$ cat config.mk
export PLATFORM = sky130hd
export DESIGN_NAME = hdc_top
export DESIGN_NICKNAME = d
export VERILOG_FILES = /design/src/rtl/hdc_pkg.sv /design/src/rtl/hdc_port_detect.sv /design/src/rtl/hdc_top.sv
export VERILOG_INCLUDE_DIRS = /design/src /design/src/rtl
export SDC_FILE = /design/constraint.sdc
export NUM_CORES = 1
export LEC_CHECK = 0
export BUFFER_PORTS_ARGS = -buffer_cell sky130_fd_sc_hd__buf_2
export CAP_MARGIN = 20
export CORE_ASPECT_RATIO = 1.25
export CORE_UTILIZATION = 58
export CTS_CLUSTER_DIAMETER = 80
export CTS_CLUSTER_SIZE = 14
export DETAILED_ROUTE_END_ITERATION = 8
export GPL_ROUTABILITY_DRIVEN = 0
export GPL_TIMING_DRIVEN = 0
export PLACE_DENSITY = 0.82
export SLEW_MARGIN = 15
export SYNTH_ARGS = -nofsm -noshare
export SYNTH_HDL_FRONTEND = slang
export SYNTH_SLANG_ARGS = --single-unit
$ cat constraint.sdc
create_clock -name clk_i -period 4.6 [get_ports clk_i]
set_clock_uncertainty 0.2 [all_clocks]
set_input_delay 0.92 -clock clk_i [delete_from_list [all_inputs] [get_ports clk_i]]
set_output_delay 0.92 -clock clk_i [all_outputs]
set_load 0.01 [all_outputs]
$ cat src/rtl/hdc_consts.svh
`ifndef HDC_CONSTS_SVH
`define HDC_CONSTS_SVH

// Geometry
`define HDC_NPORTS        4
`define HDC_CNT_W         6
`define HDC_ADR_W         12

// Timing, in nanoseconds, and the derived cycle counts
`define HDC_CLK_NS        100
`define HDC_CONN_NS       2500
`define HDC_DISC_MIN_NS   2000
`define HDC_DISC_MAX_NS   2500
`define HDC_CONN_CYC      ((`HDC_CONN_NS + `HDC_CLK_NS - 1) / `HDC_CLK_NS)
`define HDC_DISC_CYC      ((`HDC_DISC_MIN_NS + `HDC_CLK_NS - 1) / `HDC_CLK_NS)
`define HDC_DISC_MAX_CYC  (`HDC_DISC_MAX_NS / `HDC_CLK_NS)

// Register indices; byte address is four times the index
`define HDC_IDX_INT_STS   8'h40
`define HDC_IDX_INT_MASK  8'h41
`define HDC_IDX_CTRL      8'h42
`define HDC_IDX_ADDR_PEND 8'h43
`define HDC_IDX_HUB_ADDR  8'h44
`define HDC_IDX_FUNC_ADDR 8'h45
`define HDC_IDX_CONNECT   8'h48
`define HDC_IDX_SPEED     8'h4a

// Field positions
`define HDC_CTRL_HUB_CFG  0
`define HDC_CTRL_FUNC_EN  1
`define HDC_PEND_TGT      7
`define HDC_PEND_ARMED    8

// Reset values
`define HDC_RST_PORTS     4'h0
`define HDC_RST_CTRL      2'h0
`define HDC_RST_ADDR      7'h00

`endif

$ cat src/rtl/hdc_pkg.sv
`default_nettype none

package hdc_pkg;

  // Downstream line state as {D+, D-}
  typedef enum logic [1:0] {
    LS_SE0  = 2'h0,
    LS_LOW  = 2'h1,
    LS_FULL = 2'h2,
    LS_SE1  = 2'h3
  } hdc_line_type;

  // Enumeration phase of hub and compound function
  typedef enum logic [1:0] {
    PH_HUB_ENUM  = 2'h0,
    PH_HUB_READY = 2'h1,
    PH_FUNC      = 2'h3
  } hdc_phase_type;

endpackage

`default_nettype wire

$ cat src/rtl/hdc_port_detect.sv
`timescale 1ns/1ps
`default_nettype none
`include "hdc_consts.svh"

module hdc_port_detect
  import hdc_pkg::*;
#(
  parameter int CNT_W    = `HDC_CNT_W,
  parameter int CONN_CYC = `HDC_CONN_CYC,
  parameter int DISC_CYC = `HDC_DISC_CYC
) (
  input  wire logic clk_i,
  input  wire logic rst_i,
  input  wire logic clr_i,
  input  wire logic dp_i,
  input  wire logic dm_i,
  input  wire logic conn_i,
  output logic      se0_o,
  output logic      low_o,
  output logic      conn_evt_o,
  output logic      disc_evt_o
);

  localparam logic [CNT_W-1:0] CONN_LIM = CNT_W'(CONN_CYC);
  localparam logic [CNT_W-1:0] DISC_LIM = CNT_W'(DISC_CYC - 1);

  hdc_line_type     line_w;
  hdc_line_type     line_r;
  logic             same_w;
  logic [CNT_W-1:0] cnt_r;
  logic [CNT_W-1:0] cnt_nxt;

  assign line_w = hdc_line_type'({dp_i, dm_i});
  assign same_w = (line_w == line_r);
  // Duration counter restarts on every change and saturates
  assign cnt_nxt = !same_w ? '0 : ((cnt_r == '1) ? cnt_r : cnt_r + 1'b1);

  always_ff @(posedge clk_i) begin
    if (rst_i || clr_i) begin
      line_r <= LS_SE0;
      cnt_r  <= '0;
    end else begin
      line_r <= line_w;
      cnt_r  <= cnt_nxt;
    end
  end

  assign se0_o      = (line_w == LS_SE0);
  assign low_o      = (line_r == LS_LOW);
  // Non-SE0 held for more than the connect time
  assign conn_evt_o = !conn_i && (line_r != LS_SE0) && same_w && (cnt_r >= CONN_LIM);
  // SE0 held for the disconnect time
  assign disc_evt_o = conn_i && (line_r == LS_SE0) && same_w && (cnt_r >= DISC_LIM);
endmodule

`default_nettype wire

$ cat src/rtl/hdc_top.sv
// Implementation choice: the Wishbone slave port.
`timescale 1ns/1ps
`default_nettype none
`include "hdc_consts.svh"

// Summary of operation
// - Compound function is presented only after the hub is enumerated.
// - A new address becomes active only when its status stage completes.
// - Hub and compound function each hold their own USB address.
// - Both lines low on a port means nothing is attached.
// - Hub emits an end-of-packet on repeated traffic at EOF1.
// - D+ low, D- high sets the connect bit and raises the hub interrupt.
// - D+ high, D- low sets connect, clears speed bit, raises interrupt.
// - A connection is recorded after non-SE0 lasts over 2.5 us.
// - SE0 lasting 2.0 to 2.5 us clears connect and raises interrupt.
// - Connect register bits 0 to 3 map ports 1 to 4, one is connected.
// - Chip or bus reset clears connect bits; hardware then resynchronises.
// - Connect register bits 7 to 4 always read zero.
// - Speed bits 0 to 3: one is low speed, zero is full speed.
// - Chip or bus reset clears the speed register.
// - Events on a firmware-forced port raise no hub interrupt.
// - Events still interrupt in suspend, even on a disabled port.
module hdc_top
  import hdc_pkg::*;
#(
  parameter int NPORTS   = `HDC_NPORTS,
  parameter int ADR_W    = `HDC_ADR_W,
  parameter int CNT_W    = `HDC_CNT_W,
  parameter int CONN_CYC = `HDC_CONN_CYC,
  parameter int DISC_CYC = `HDC_DISC_CYC
) (
  input  wire logic              clk_i,
  input  wire logic              rst_i,
  input  wire logic              usb_bus_reset_i,
  input  wire logic              wb_cyc_i,
  input  wire logic              wb_stb_i,
  input  wire logic              wb_we_i,
  input  wire logic [ADR_W-1:0]  wb_adr_i,
  input  wire logic [31:0]       wb_dat_i,
  input  wire logic [3:0]        wb_sel_i,
  output logic      [31:0]       wb_dat_o,
  output logic                   wb_ack_o,
  input  wire logic [NPORTS-1:0] ds_dp_i,
  input  wire logic [NPORTS-1:0] ds_dm_i,
  input  wire logic [NPORTS-1:0] port_forced_i,
  input  wire logic              status_done_i,
  input  wire logic              eof1_i,
  input  wire logic              rpt_active_i,
  output logic                   irq_o,
  output logic      [6:0]        hub_addr_o,
  output logic      [6:0]        func_addr_o,
  output logic                   func_present_o,
  output logic      [NPORTS-1:0] port_connect_o,
  output logic      [NPORTS-1:0] port_low_speed_o,
  output logic                   gen_eop_o
);

  // Pin synchronisers
  logic [NPORTS-1:0] dp_s1_r;
  logic [NPORTS-1:0] dp_s2_r;
  logic [NPORTS-1:0] dm_s1_r;
  logic [NPORTS-1:0] dm_s2_r;

  // Detector results
  logic [NPORTS-1:0] se0_w;
  logic [NPORTS-1:0] low_w;
  logic [NPORTS-1:0] conn_evt_w;
  logic [NPORTS-1:0] disc_evt_w;
  logic [NPORTS-1:0] event_w;

  // Register state
  logic [NPORTS-1:0] conn_r;
  logic [NPORTS-1:0] conn_nxt;
  logic [NPORTS-1:0] speed_r;
  logic [NPORTS-1:0] speed_nxt;
  logic [NPORTS-1:0] int_sts_r;
  logic [NPORTS-1:0] int_sts_nxt;
  logic [NPORTS-1:0] int_mask_r;
  logic [1:0]        ctrl_r;
  logic [6:0]        pend_addr_r;
  logic              pend_tgt_r;
  logic              pend_armed_r;
  logic [6:0]        hub_addr_r;
  logic [6:0]        func_addr_r;
  hdc_phase_type     phase_r;
  hdc_phase_type     phase_nxt;

  // Bus decode
  logic              clear_w;
  logic              req_w;
  logic              wr_w;
  logic [7:0]        idx_w;
  logic              wr_sts_w;
  logic              wr_mask_w;
  logic              wr_ctrl_w;
  logic              wr_pend_w;
  logic              wr_conn_w;
  logic              wr_speed_w;
  logic              commit_w;
  logic [NPORTS-1:0] wr_low_w;
  logic [31:0]       rdata_w;

  assign clear_w    = rst_i | usb_bus_reset_i;
  assign req_w      = wb_cyc_i & wb_stb_i & ~wb_ack_o;
  assign wr_w       = req_w & wb_we_i & wb_sel_i[0];
  assign idx_w      = wb_adr_i[9:2];
  assign wr_sts_w   = wr_w & (idx_w == `HDC_IDX_INT_STS);
  assign wr_mask_w  = wr_w & (idx_w == `HDC_IDX_INT_MASK);
  assign wr_ctrl_w  = wr_w & (idx_w == `HDC_IDX_CTRL);
  assign wr_pend_w  = wr_w & (idx_w == `HDC_IDX_ADDR_PEND);
  assign wr_conn_w  = wr_w & (idx_w == `HDC_IDX_CONNECT);
  assign wr_speed_w = wr_w & (idx_w == `HDC_IDX_SPEED);
  assign wr_low_w   = wb_dat_i[NPORTS-1:0];

  always_ff @(posedge clk_i) begin
    if (rst_i) begin
      dp_s1_r <= '0;
      dp_s2_r <= '0;
      dm_s1_r <= '0;
      dm_s2_r <= '0;
    end else begin
      dp_s1_r <= ds_dp_i;
      dp_s2_r <= dp_s1_r;
      dm_s1_r <= ds_dm_i;
      dm_s2_r <= dm_s1_r;
    end
  end

  for (genvar p = 0; p < NPORTS; p++) begin : g_port
    hdc_port_detect #(
      .CNT_W    (CNT_W),
      .CONN_CYC (CONN_CYC),
      .DISC_CYC (DISC_CYC)
    ) u_detect (
      .clk_i      (clk_i),
      .rst_i      (rst_i),
      .clr_i      (usb_bus_reset_i),
      .dp_i       (dp_s2_r[p]),
      .dm_i       (dm_s2_r[p]),
      .conn_i     (conn_r[p]),
      .se0_o      (se0_w[p]),
      .low_o      (low_w[p]),
      .conn_evt_o (conn_evt_w[p]),
      .disc_evt_o (disc_evt_w[p])
    );
  end

  // Hardware updates win over a firmware write in the same cycle
  assign conn_nxt  = clear_w ? `HDC_RST_PORTS :
                     (((wr_conn_w ? wr_low_w : conn_r) | conn_evt_w) & ~disc_evt_w);
  assign speed_nxt = clear_w ? `HDC_RST_PORTS :
                     ((wr_speed_w ? wr_low_w : speed_r) & ~(conn_evt_w & ~low_w));

  // Forced ports stay silent; suspend and port enable do not gate events
  assign event_w     = (conn_evt_w | disc_evt_w) & ~port_forced_i;
  assign int_sts_nxt = (int_sts_r & ~(wr_sts_w ? wr_low_w : '0)) | event_w;

  always_ff @(posedge clk_i) begin
    conn_r  <= conn_nxt;
    speed_r <= speed_nxt;
  end

  always_ff @(posedge clk_i) begin
    if (rst_i) begin
      int_sts_r  <= '0;
      int_mask_r <= '0;
      irq_o      <= 1'b0;
    end else begin
      int_sts_r  <= int_sts_nxt;
      int_mask_r <= wr_mask_w ? wr_low_w : int_mask_r;
      irq_o      <= |(int_sts_nxt & (wr_mask_w ? wr_low_w : int_mask_r));
    end
  end

  // Enumeration phase: hub first, then the compound function
  always_comb begin
    phase_nxt = phase_r;
    case (phase_r)
      PH_HUB_ENUM: begin
        if (ctrl_r[`HDC_CTRL_HUB_CFG]) begin
          phase_nxt = PH_HUB_READY;
        end
      end
      PH_HUB_READY: begin
        if (!ctrl_r[`HDC_CTRL_HUB_CFG]) begin
          phase_nxt = PH_HUB_ENUM;
        end else if (ctrl_r[`HDC_CTRL_FUNC_EN]) begin
          phase_nxt = PH_FUNC;
        end
      end
      PH_FUNC: begin
        if (!ctrl_r[`HDC_CTRL_HUB_CFG] || !ctrl_r[`HDC_CTRL_FUNC_EN]) begin
          phase_nxt = PH_HUB_READY;
        end
      end
      default: begin
        phase_nxt = PH_HUB_ENUM;
      end
    endcase
  end

  always_ff @(posedge clk_i) begin
    if (clear_w) begin
      ctrl_r         <= `HDC_RST_CTRL;
      phase_r        <= PH_HUB_ENUM;
      func_present_o <= 1'b0;
    end else begin
      ctrl_r         <= wr_ctrl_w ? wb_dat_i[1:0] : ctrl_r;
      phase_r        <= phase_nxt;
      func_present_o <= (phase_nxt == PH_FUNC);
    end
  end

  // Pending address waits for the end of the status stage
  assign commit_w = pend_armed_r & status_done_i;

  always_ff @(posedge clk_i) begin
    if (clear_w) begin
      pend_addr_r  <= `HDC_RST_ADDR;
      pend_tgt_r   <= 1'b0;
      pend_armed_r <= 1'b0;
    end else if (wr_pend_w) begin
      pend_addr_r  <= wb_dat_i[6:0];
      pend_tgt_r   <= wb_dat_i[`HDC_PEND_TGT];
      pend_armed_r <= 1'b1;
    end else if (commit_w) begin
      pend_armed_r <= 1'b0;
    end
  end

  // Bus reset returns both functions to the default address
  always_ff @(posedge clk_i) begin
    if (clear_w) begin
      hub_addr_r  <= `HDC_RST_ADDR;
      func_addr_r <= `HDC_RST_ADDR;
    end else if (commit_w) begin
      hub_addr_r  <= pend_tgt_r ? hub_addr_r : pend_addr_r;
      func_addr_r <= pend_tgt_r ? pend_addr_r : func_addr_r;
    end
  end

  // Read selection; reserved and unmapped bits read zero
  always_comb begin
    rdata_w = 32'h0000_0000;
    if (idx_w == `HDC_IDX_INT_STS) begin
      rdata_w[NPORTS-1:0] = int_sts_r;
    end else if (idx_w == `HDC_IDX_INT_MASK) begin
      rdata_w[NPORTS-1:0] = int_mask_r;
    end else if (idx_w == `HDC_IDX_CTRL) begin
      rdata_w[1:0] = ctrl_r;
    end else if (idx_w == `HDC_IDX_ADDR_PEND) begin
      rdata_w[`HDC_PEND_ARMED:0] = {pend_armed_r, pend_tgt_r, pend_addr_r};
    end else if (idx_w == `HDC_IDX_HUB_ADDR) begin
      rdata_w[6:0] = hub_addr_r;
    end else if (idx_w == `HDC_IDX_FUNC_ADDR) begin
      rdata_w[6:0] = func_addr_r;
    end else if (idx_w == `HDC_IDX_CONNECT) begin
      rdata_w[NPORTS-1:0] = conn_r;
    end else if (idx_w == `HDC_IDX_SPEED) begin
      rdata_w[NPORTS-1:0] = speed_r;
    end
  end

  always_ff @(posedge clk_i) begin
    if (rst_i) begin
      wb_ack_o <= 1'b0;
      wb_dat_o <= 32'h0000_0000;
    end else begin
      wb_ack_o <= req_w;
      wb_dat_o <= (req_w & ~wb_we_i) ? rdata_w : 32'h0000_0000;
    end
  end

  // Outputs and EOF1 end-of-packet request
  always_ff @(posedge clk_i) begin
    if (rst_i) begin
      hub_addr_o       <= `HDC_RST_ADDR;
      func_addr_o      <= `HDC_RST_ADDR;
      port_connect_o   <= `HDC_RST_PORTS;
      port_low_speed_o <= `HDC_RST_PORTS;
      gen_eop_o        <= 1'b0;
    end else begin
      hub_addr_o       <= hub_addr_r;
      func_addr_o      <= func_addr_r;
      port_connect_o   <= conn_r;
      port_low_speed_o <= speed_r;
      gen_eop_o        <= eof1_i & rpt_active_i;
    end
  end
endmodule

`default_nettype wire

==> impl_metrics.yaml, run 1 <==
status:
  outcome: "complete, no violations"
hold_path:
  hp-class: "flip-flop to flip-flop"
grt:
  antenna_found_initial: 0
  grt_pass1_wl_um: 20400
  grt_max_degree: 17
  grt_pass1_vias: 4478
  overflow: 0
  grt.total_usage_pct: 26.9
setup_path:
  endpoint_kind: "flip-flop"
  cp-endpoint: "irq_o"
  cpPeakStageDelay_ns: 0.54
  crit_arrival_ns: 2.97
  setup.worst_path.start: "wb_adr_i[9]"
  crit_type: "input pin to flip-flop"
  path_common_cell: "buf_2"
  path_cells: "buf_2, or4b_1, buf_2, or4_4, buf_6, o21ai_1, a32o_1, a41oi_1"
  cp.required_ns: 4.66
  cp-start-kind: "input pin"
  r2r_cells: 5
  critPathSlowestCell: "or4_4"
  path_max_fanout: 7
  rrSetupSlack_ns: 2.28
  r2r-end: "conn_r[2]"
  r2r-start: "wb_ack_o"
sta:
  rsz0062_at_grt: "no"
  slew_headroom_pct: 47.4
  postLayoutSetupSlackWorst_ns: 1.69
  finalSetupTns_ns: 0
  finalCriticalPeriod_ns: 2.91
  hold_viol: 0
  drv_slew: 0
  fmax_mhz: 344
  worst_pin_slew_ns: 0.787
  finalSetupViolations: 0
  period_share_pct: 63.3
run:
  drv_cap: 0
clock_tree:
  post_cts_buffers: 0
  cts_sinks: 126
  ctsResizeCount: 0
  cts.clk_slew.worst_paths_ns: 0.06
  htree_levels: 4
  clock_latency_ns: 0.42
  clock-root-buffer: "clkbuf_16"
  numCtsBuffers: 17
  cts_tree: "yes"
  holdBufCountCts: 0
  cts_buffer_depth: 2
synth:
  synth_top_area_cell: "dfxtp_1"
  yosys_warnings: 0
  synth_compound_area_share_pct: 10.5
  async_flop_share_pct: 0
  synth_seq_cells: 126
  synth_flop_cell: "dfxtp_1"
  synth.distinct_cells: 56
  yosys-top-cells-area: "dfxtp_1 (45%), mux2i_1 (6.5%), nor2b_1 (4.9%)"
  synthSimpleGateAreaFrac_pct: 23.7
  synthMuxAreaShare_pct: 7.69
  synthXorXnorAreaFrac_pct: 2.99
  ys_seq_area_share_pct: 45.3
  syn_avg_cell_area_um2: 9.26
  synth_top_family_by_area: "simple AND/OR/NAND/NOR gates"
  synthTopCellsByCount: "dfxtp_1 (126), nor2_1 (52), nor2b_1 (44), a21oi_1 (39), mux2i_1 (36)"
  synthAdderAreaFrac_pct: 3.37
  netlist_instances: 601
  syn_area_um2: 5570
  yosysMostFrequentCell: "dfxtp_1"
  synth_top_area_share_pct: 45.3
  synth_enable_flop_cells: 0
route:
  vias: 4640
  drtIter0Drc: 230
  ant_nets: 0
  dr.pass1.iters: 5
  met2_length_um: 6490
  top_layer: "met4"
  route.detailed.vias_per_inst: 5.47
  wl_met3_um: 644
  drc_errors: 0
  wire_per_inst_um: 14.9
  wl_met1_um: 5080
  wl_um: 12700
floorplanning:
  io_pins: 127
  die_w_um: 89.6
  core-area_um2: 9220
  start_util_pct: 60.3
  dieArea_um2: 9990
  dieHeight_um: 112
  rows: 39
place:
  dp.cells: 817
  dpl_worst_slack_ns: 1.29
  port_buffers: 71
  dpl.hpwl_um: 8920
final_layout:
  areaGrowthSynthToFinish_pct: 21.0
  drive_above_1_share_pct: 20.2
  fin_util_pct: 73.0
  antenna_cells: 0
  final_cells: 849
  final_nets: 797
power:
  p_per_area_nw_per_um2: 378
  vdd_drop_max_mv: 0.314
  p_leak_nw: 2.84
==> worst min path at each step <==
stage	from	to	slack (ns)	cells past startpoint
6_report	dm_s1_r[3]	dm_s2_r[3]	0.24	1
5_1_grt	dm_s1_r[3]	dm_s2_r[3]	0.25	1
4_1_cts	dm_s1_r[3]	dm_s2_r[3]	0.24	1
3_5_place_dp	dp_s1_r[1]	dp_s2_r[1]	0.23	1
3_3_place_gp	dm_s1_r[2]	dm_s2_r[2]	0.22	1
2_1_floorplan	dm_s1_r[0]	dm_s2_r[0]	0.21	1
==> critical path, delay by kind of cell <==
family	cells	cell delay, ns
and+or+nand+nor	2	1.07
AOI/OAI and AO/OA	3	0.50
buffers and inverters	3	0.47
==> cells in the final DEF, fill, tap and decap left out, drive strengths merged, types with 9 or more instances in the layout <==
| cell type | n |
|---|---|
| nor4 | 9 |
| dfxtp | 126 |
| and2 | 10 |
| buf | 98 |
| nand2 | 20 |
| clkbuf | 43 |
| a21oi | 39 |
| and3 | 10 |
| a31oi | 13 |
| xnor2 | 17 |
| o21ai | 16 |
| nor2b | 44 |
| ha | 15 |
| nand3 | 24 |
| nor3 | 23 |
| nor2 | 53 |
| mux2i | 36 |
| conb | 23 |
| inv | 21 |
==> cells by family after synthesis <==
logic type	count (synthesis)
AOI/OAI and AO/OA	96
adders and majority gates	15
and+or+nand+nor	233
DFF	126
muxes	42
other	1
buffers and inverters	69
xor gates and xnor gates	19
==> final cells by class <==
class                   instances  area, µm²
plain buffers                  48        275
clock buffers                  22        464
clock inverters                10        114
fillers                       676       2490
inverters                      21       78.8
multi-input cells             428       2770
flip-flops and latches        126       2520
well taps                     123        154
repair buffers                 71        355
==> state kept, by name (all words and copies together) (netlist names), 7 cells and up <==
| name | flops |
|---|---|
| g_port.u_detect.cnt_r | 24 |
| wb_dat_o | 9 |
| g_port.u_detect.line_r | 8 |
| func_addr_o | 7 |
| func_addr_r | 7 |
| hub_addr_o | 7 |
| hub_addr_r | 7 |
| pend_addr_r | 7 |
==> power breakdown <==
group          leakage (nW)  total, mW  switching, mW  internal, mW
logic                  1.55      0.133         0.0786        0.0542
registers              1.02       1.11         0.0105          1.10
clock network         0.272       1.30          0.478         0.822
total                  2.84       2.55          0.567          1.98
==> metal layers <==
metal	GRT usage, %	vias to the layer above
met4	13.1	0
met5	0	-
met2	45.7	161
met1	30.2	2160
li1	-	2281
met3	7.64	38
==> per-stage QoR <==
step,total power [mW],cell area [µm²],hold slack (ns)
floorplan,1.22,5650,0.214
global placement,1.26,6160,0.216
detailed placement,1.27,6160,0.231
CTS,2.56,6740,0.244
global route,2.62,6740,0.252
finish,2.55,6740,0.237
No activity file was read; power rests on OpenSTA's default activity.
==> inputs of run 2 (changes only) <==
--- a/config.mk
+++ b/config.mk
@@ -9,13 +9,13 @@
 export BUFFER_PORTS_ARGS = -buffer_cell sky130_fd_sc_hd__buf_2
 export CAP_MARGIN = 20
 export CORE_ASPECT_RATIO = 1.25
-export CORE_UTILIZATION = 58
+export CORE_UTILIZATION = 49
 export CTS_CLUSTER_DIAMETER = 80
 export CTS_CLUSTER_SIZE = 14
 export DETAILED_ROUTE_END_ITERATION = 8
 export GPL_ROUTABILITY_DRIVEN = 0
 export GPL_TIMING_DRIVEN = 0
-export PLACE_DENSITY = 0.82
+export PLACE_DENSITY = 0.73
 export SLEW_MARGIN = 15
 export SYNTH_ARGS = -nofsm -noshare
 export SYNTH_HDL_FRONTEND = slang
==> constraint.sdc (replaced) <==
create_clock -name clk_i -period 2.6 [get_ports clk_i]
set_clock_uncertainty 0.2 [all_clocks]
set_input_delay 0.52 -clock clk_i [delete_from_list [all_inputs] [get_ports clk_i]]
set_output_delay 0.52 -clock clk_i [all_outputs]
set_load 0.01 [all_outputs]
==> impl_metrics.yaml, run 2 (synthesis results as in run 1) <==
route:
  wire_per_inst_um: 14.6
  drtIter0Drc: 222
  dr.pass1.iters: 5
  vias: 4618
  ant_nets: 0
  wl_um: 12500
  route.detailed.vias_per_inst: 5.36
  drc_errors: 0
final_layout:
  multi_input_area_um2: 2780
  antenna_cells: 0
  largest_register_ffs: 24
  mostFrequentLayoutCells: "dfxtp_1 (126), buf_2 (71), nor2_1 (52), nor2b_1 (44), a21oi_1 (39)"
  areaGrowthSynthToFinish_pct: 21.8
  final_nets: 797
  final_common_cell: "dfxtp_1"
  top_regs: "g_port.u_detect.cnt_r: 24 flops, wb_dat_o: 9 flops, g_port.u_detect.line_r: 8 flops"
  max_flop_register: "g_port.u_detect.cnt_r"
  seq_area_um2: 2520
  drive_above_1_share_pct: 20.8
  fill_cells: 966
  fin_area_um2: 6780
power:
  power_mw: 4.58
  vdd_drop_max_mv: 0.330
  p_per_area_nw_per_um2: 676
  p_leak_nw: 2.86
grt:
  overflow: 0
  grt_pass1_wl_um: 20500
  grt_max_degree: 17
  grt.total_usage_pct: 22.2
  grt_pass1_vias: 4356
  antenna_found_initial: 0
setup_path:
  crit_arrival_ns: 2.59
  crit_type: "input pin to flip-flop"
  path_max_fanout: 9
  cp-start-kind: "input pin"
  endpoint_kind: "flip-flop"
  cp.required_ns: 2.71
clock_tree:
  holdBufCountCts: 0
  cts_tree: "yes"
  clock-root-buffer: "clkbuf_16"
  ctsResizeCount: 0
  cts_buffer_depth: 2
  htree_levels: 4
  post_cts_buffers: 0
  cts_sinks: 126
  clock_latency_ns: 0.42
  numCtsBuffers: 17
  cts.clk_slew.worst_paths_ns: 0.06
hold_path:
  hp-class: "input pin to flip-flop"
status:
  outcome: "complete, no violations"
place:
  dpl_worst_slack_ns: -0.293
  placed_area_um2: 6180
  port_buffers: 71
  dpl.hpwl_um: 9250
floorplanning:
  die_w_um: 97.3
  start_util_pct: 50.2
  rows: 43
  dieArea_um2: 11800
  core-area_um2: 11100
  io_pins: 127
  dieHeight_um: 121
sta:
  slew_headroom_pct: 43.0
  drv_slew: 0
  rsz0062_at_grt: "no"
  hold_viol: 0
  finalCriticalPeriod_ns: 2.49
  fmax_mhz: 402
  postLayoutSetupSlackWorst_ns: 0.115
  worst_pin_slew_ns: 0.853
  period_share_pct: 95.6
  finalSetupViolations: 0
run:
  drv_cap: 0
## run 2: cell types whose count changed in the layout (fill, tap and decap cells not counted), sizes merged
cell      change
bufinv        +1
clkbuf        -5
clkinv        +5
clkinvlp      -1
## run 2: path summary, 6_finish.rpt
check | cells past startpoint | from | slack, ns | endpoint
max | 5 | wb_adr_i[9] | 0.11 | conn_r[2]
min | 2 | ds_dp_i[1] | 0.10 | dp_s1_r[1]
max reg2reg | 5 | wb_ack_o | 0.28 | conn_r[2]
min reg2reg | 1 | dp_s1_r[2] | 0.23 | dp_s2_r[2]
## run 2: routing by layer
layer | up-vias | GRT usage, % | wire [µm] | part of all wire, %
met3 | 44 | 5.30 | 521 | 4.2
met2 | 134 | 38.3 | 6380 | 51
li1 | 2277 | - | - | -
met1 | 2163 | 24.4 | 5060 | 40
met4 | 0 | 14.3 | 585 | 4.7
met5 | - | 0 | 0 | 0
## run 2: report_power, final
part / total, mW / internal, mW / switching [mW] / leakage, nW
Sequential: 1.97 / 1.95 / 0.0180 / 1.02
Combinational: 0.236 / 0.0967 / 0.140 / 1.55
Clock: 2.37 / 1.50 / 0.874 / 0.288
## run 2: stage by stage
stage	TNS, ns	std cells	hold slack [ns]	util [%]
after global placement	-2.70	829	0.218	55.8
after detailed placement	-3.44	829	0.221	55.8
after CTS	0	861	0.0930	61.2
after global routing	0	861	0.0999	61.2
after floorplan	-0.0342	623	0.214	-
final	0	861	0.105	61.2
## run 2: worst max-delay path: stages
cell and delay [ns]:
buf_2 0.12, nor4b_2 0.76, nand4_1 0.53, mux2_2 0.42, o221a_2 0.23
## run 2: cell type report
type | count | area share (%)
inverters | 21 | 1.16
multi-input cells | 428 | 40.9
clock buffers | 17 | 6.27
plain buffers | 48 | 4.15
well taps | 135 | 2.49
flip-flops and latches | 126 | 37.2
clock inverters | 15 | 2.55
repair buffers | 71 | 5.24
==> inputs of run 3 (changes only) <==
--- a/config.mk
+++ b/config.mk
@@ -13,9 +13,9 @@
 export CTS_CLUSTER_DIAMETER = 80
 export CTS_CLUSTER_SIZE = 14
 export DETAILED_ROUTE_END_ITERATION = 8
-export GPL_ROUTABILITY_DRIVEN = 0
-export GPL_TIMING_DRIVEN = 0
+export GPL_ROUTABILITY_DRIVEN = 1
 export PLACE_DENSITY = 0.73
+export RECOVER_POWER = 25
 export SLEW_MARGIN = 15
 export SYNTH_ARGS = -nofsm -noshare
 export SYNTH_HDL_FRONTEND = slang
==> impl_metrics.yaml, run 3 (synthesis results as in run 1) <==
clock_tree:
  numCtsBuffers: 17
  cts_tree: "yes"
  holdBufCountCts: 0
  ctsResizeCount: 0
  clock_latency_ns: 0.41
  cts.clk_slew.worst_paths_ns: 0.05
  cts_buffer_depth: 2
  htree_levels: 4
  cts_sinks: 126
  clock-root-buffer: "clkbuf_16"
  post_cts_buffers: 0
route:
  dr.pass1.iters: 4
  wl_um: 11800
  drc_errors: 0
  vias: 4461
  wire_per_inst_um: 14.2
  route.detailed.vias_per_inst: 5.36
  ant_nets: 0
  drtIter0Drc: 245
final_layout:
  drive_above_1_share_pct: 20.2
  fin_area_um2: 6610
  max_flop_register: "g_port.u_detect.cnt_r"
  mostFrequentLayoutCells: "dfxtp_1 (126), buf_2 (71), nor2_1 (52), nor2b_1 (44), a21oi_1 (39)"
  top_regs: "g_port.u_detect.cnt_r: 24 flops, wb_dat_o: 9 flops, g_port.u_detect.line_r: 8 flops"
  antenna_cells: 0
  final_common_cell: "dfxtp_1"
  areaGrowthSynthToFinish_pct: 18.8
  final_nets: 771
  largest_register_ffs: 24
  fill_cells: 957
setup_path:
  crit_arrival_ns: 2.38
  crit_type: "input pin to flip-flop"
  rrSetupSlack_ns: 0.41
  cpPeakStageDelay_ns: 0.62
  cp-start-kind: "input pin"
  cp_top_family: "simple AND/OR/NAND/NOR gates"
  r2r-start: "g_port[2].u_detect.cnt_r[1]"
  critPathSlowestCell: "or4_4"
  cp.required_ns: 2.67
  path_max_fanout: 4
  r2r-end: "irq_o"
  path_cells: "buf_2, or4b_4, or4_4, nor3b_4, mux2i_1, nor2_1"
  r2r_cells: 7
  endpoint_kind: "flip-flop"
  cp_num_buf_inv: 1
grt:
  grt_pass1_vias: 4252
  grt_pass1_wl_um: 19900
  overflow: 0
  grt_max_degree: 35
  antenna_found_initial: 0
  grt.total_usage_pct: 21.2
floorplanning:
  dieArea_um2: 11800
  start_util_pct: 50.2
  rows: 43
  io_pins: 127
  die_w_um: 97.3
  dieHeight_um: 121
  core-area_um2: 11100
power:
  p_per_area_nw_per_um2: 666
  vdd_drop_max_mv: 0.396
  p_leak_nw: 2.78
sta:
  finalCriticalPeriod_ns: 2.31
  worst_pin_slew_ns: 0.902
  drv_slew: 0
  postLayoutSetupSlackWorst_ns: 0.288
  hold_viol: 0
  fmax_mhz: 433
  finalSetupTns_ns: 0
  finalSetupViolations: 0
  slew_headroom_pct: 39.8
  rsz0062_at_grt: "no"
  period_share_pct: 88.9
  whs_ns: 0.115
place:
  port_buffers: 72
  dpl_worst_slack_ns: -0.135
  gp_congestion: 0.862
  placed_area_um2: 6060
  dpl.hpwl_um: 8560
hold_path:
  hold_path_end: "dp_s1_r[3]"
  hold_depth: 2
  hp-class: "input pin to flip-flop"
  hp-start: "ds_dp_i[3]"
run:
  drv_cap: 0
status:
  outcome: "complete, no violations"
-- run 3: layout make-up --
cell class / count / area (µm²) / area share (%)
multi-input cells: 428 / 2780 / 42.0
flip-flops and latches: 126 / 2520 / 38.2
repair buffers: 93 / 510 / 7.72
clock buffers: 21 / 460 / 6.97
well taps: 135 / 169 / 2.56
clock inverters: 8 / 92.6 / 1.40
inverters: 21 / 78.8 / 1.19
-- run 3: power breakdown --
group	leakage (nW)	internal, mW	total [mW]	switching [mW]
clock network	0.274	1.43	2.22	0.792
registers	1.02	1.95	1.97	0.0178
logic	1.48	0.0775	0.206	0.128
total	2.78	3.46	4.40	0.938
-- run 3: through the flow --
step           cells  total power [mW]  utilization, %
2_1_floorplan    623              2.16               -
3_3_place_gp     803              2.21            54.7
3_5_place_dp     803              2.22            54.7
4_1_cts          832              4.43            59.7
5_1_grt          832              4.56            59.6
6_report         832              4.40            59.6
-- run 3: metal layers --
layer / global-route usage, % / share of wire [%] / up-vias
li1: - / - / 2229
met1: 23.6 / 42 / 2066
met2: 37.5 / 50 / 125
met3: 4.90 / 4.3 / 41
met4: 11.5 / 3.6 / 0
met5: 0 / 0 / -
-- run 3: worst max path at each step --
stage            endpoint  slack, ns  cells after the start        start
2_1_floorplan   ctrl_r[0]      -0.02                      7  wb_adr_i[9]
3_3_place_gp    ctrl_r[0]       -0.1                      6  wb_adr_i[9]
3_5_place_dp    ctrl_r[0]      -0.14                      6  wb_adr_i[9]
4_1_cts         ctrl_r[0]       0.29                      6  wb_adr_i[9]
5_1_grt        speed_r[2]       0.18                      8  wb_adr_i[9]
6_report        ctrl_r[0]       0.29                      6  wb_adr_i[9]
-- run 3: worst reg2reg max path, cell delays in order, from the launching register on --
cell and delay (ns):
dfxtp_1 0.36, inv_1 0.09, ha_1 0.18, or3b_2 0.43, a31oi_1 0.22, nor4_1 0.10, o32ai_1 0.31, a41oi_1 0.15
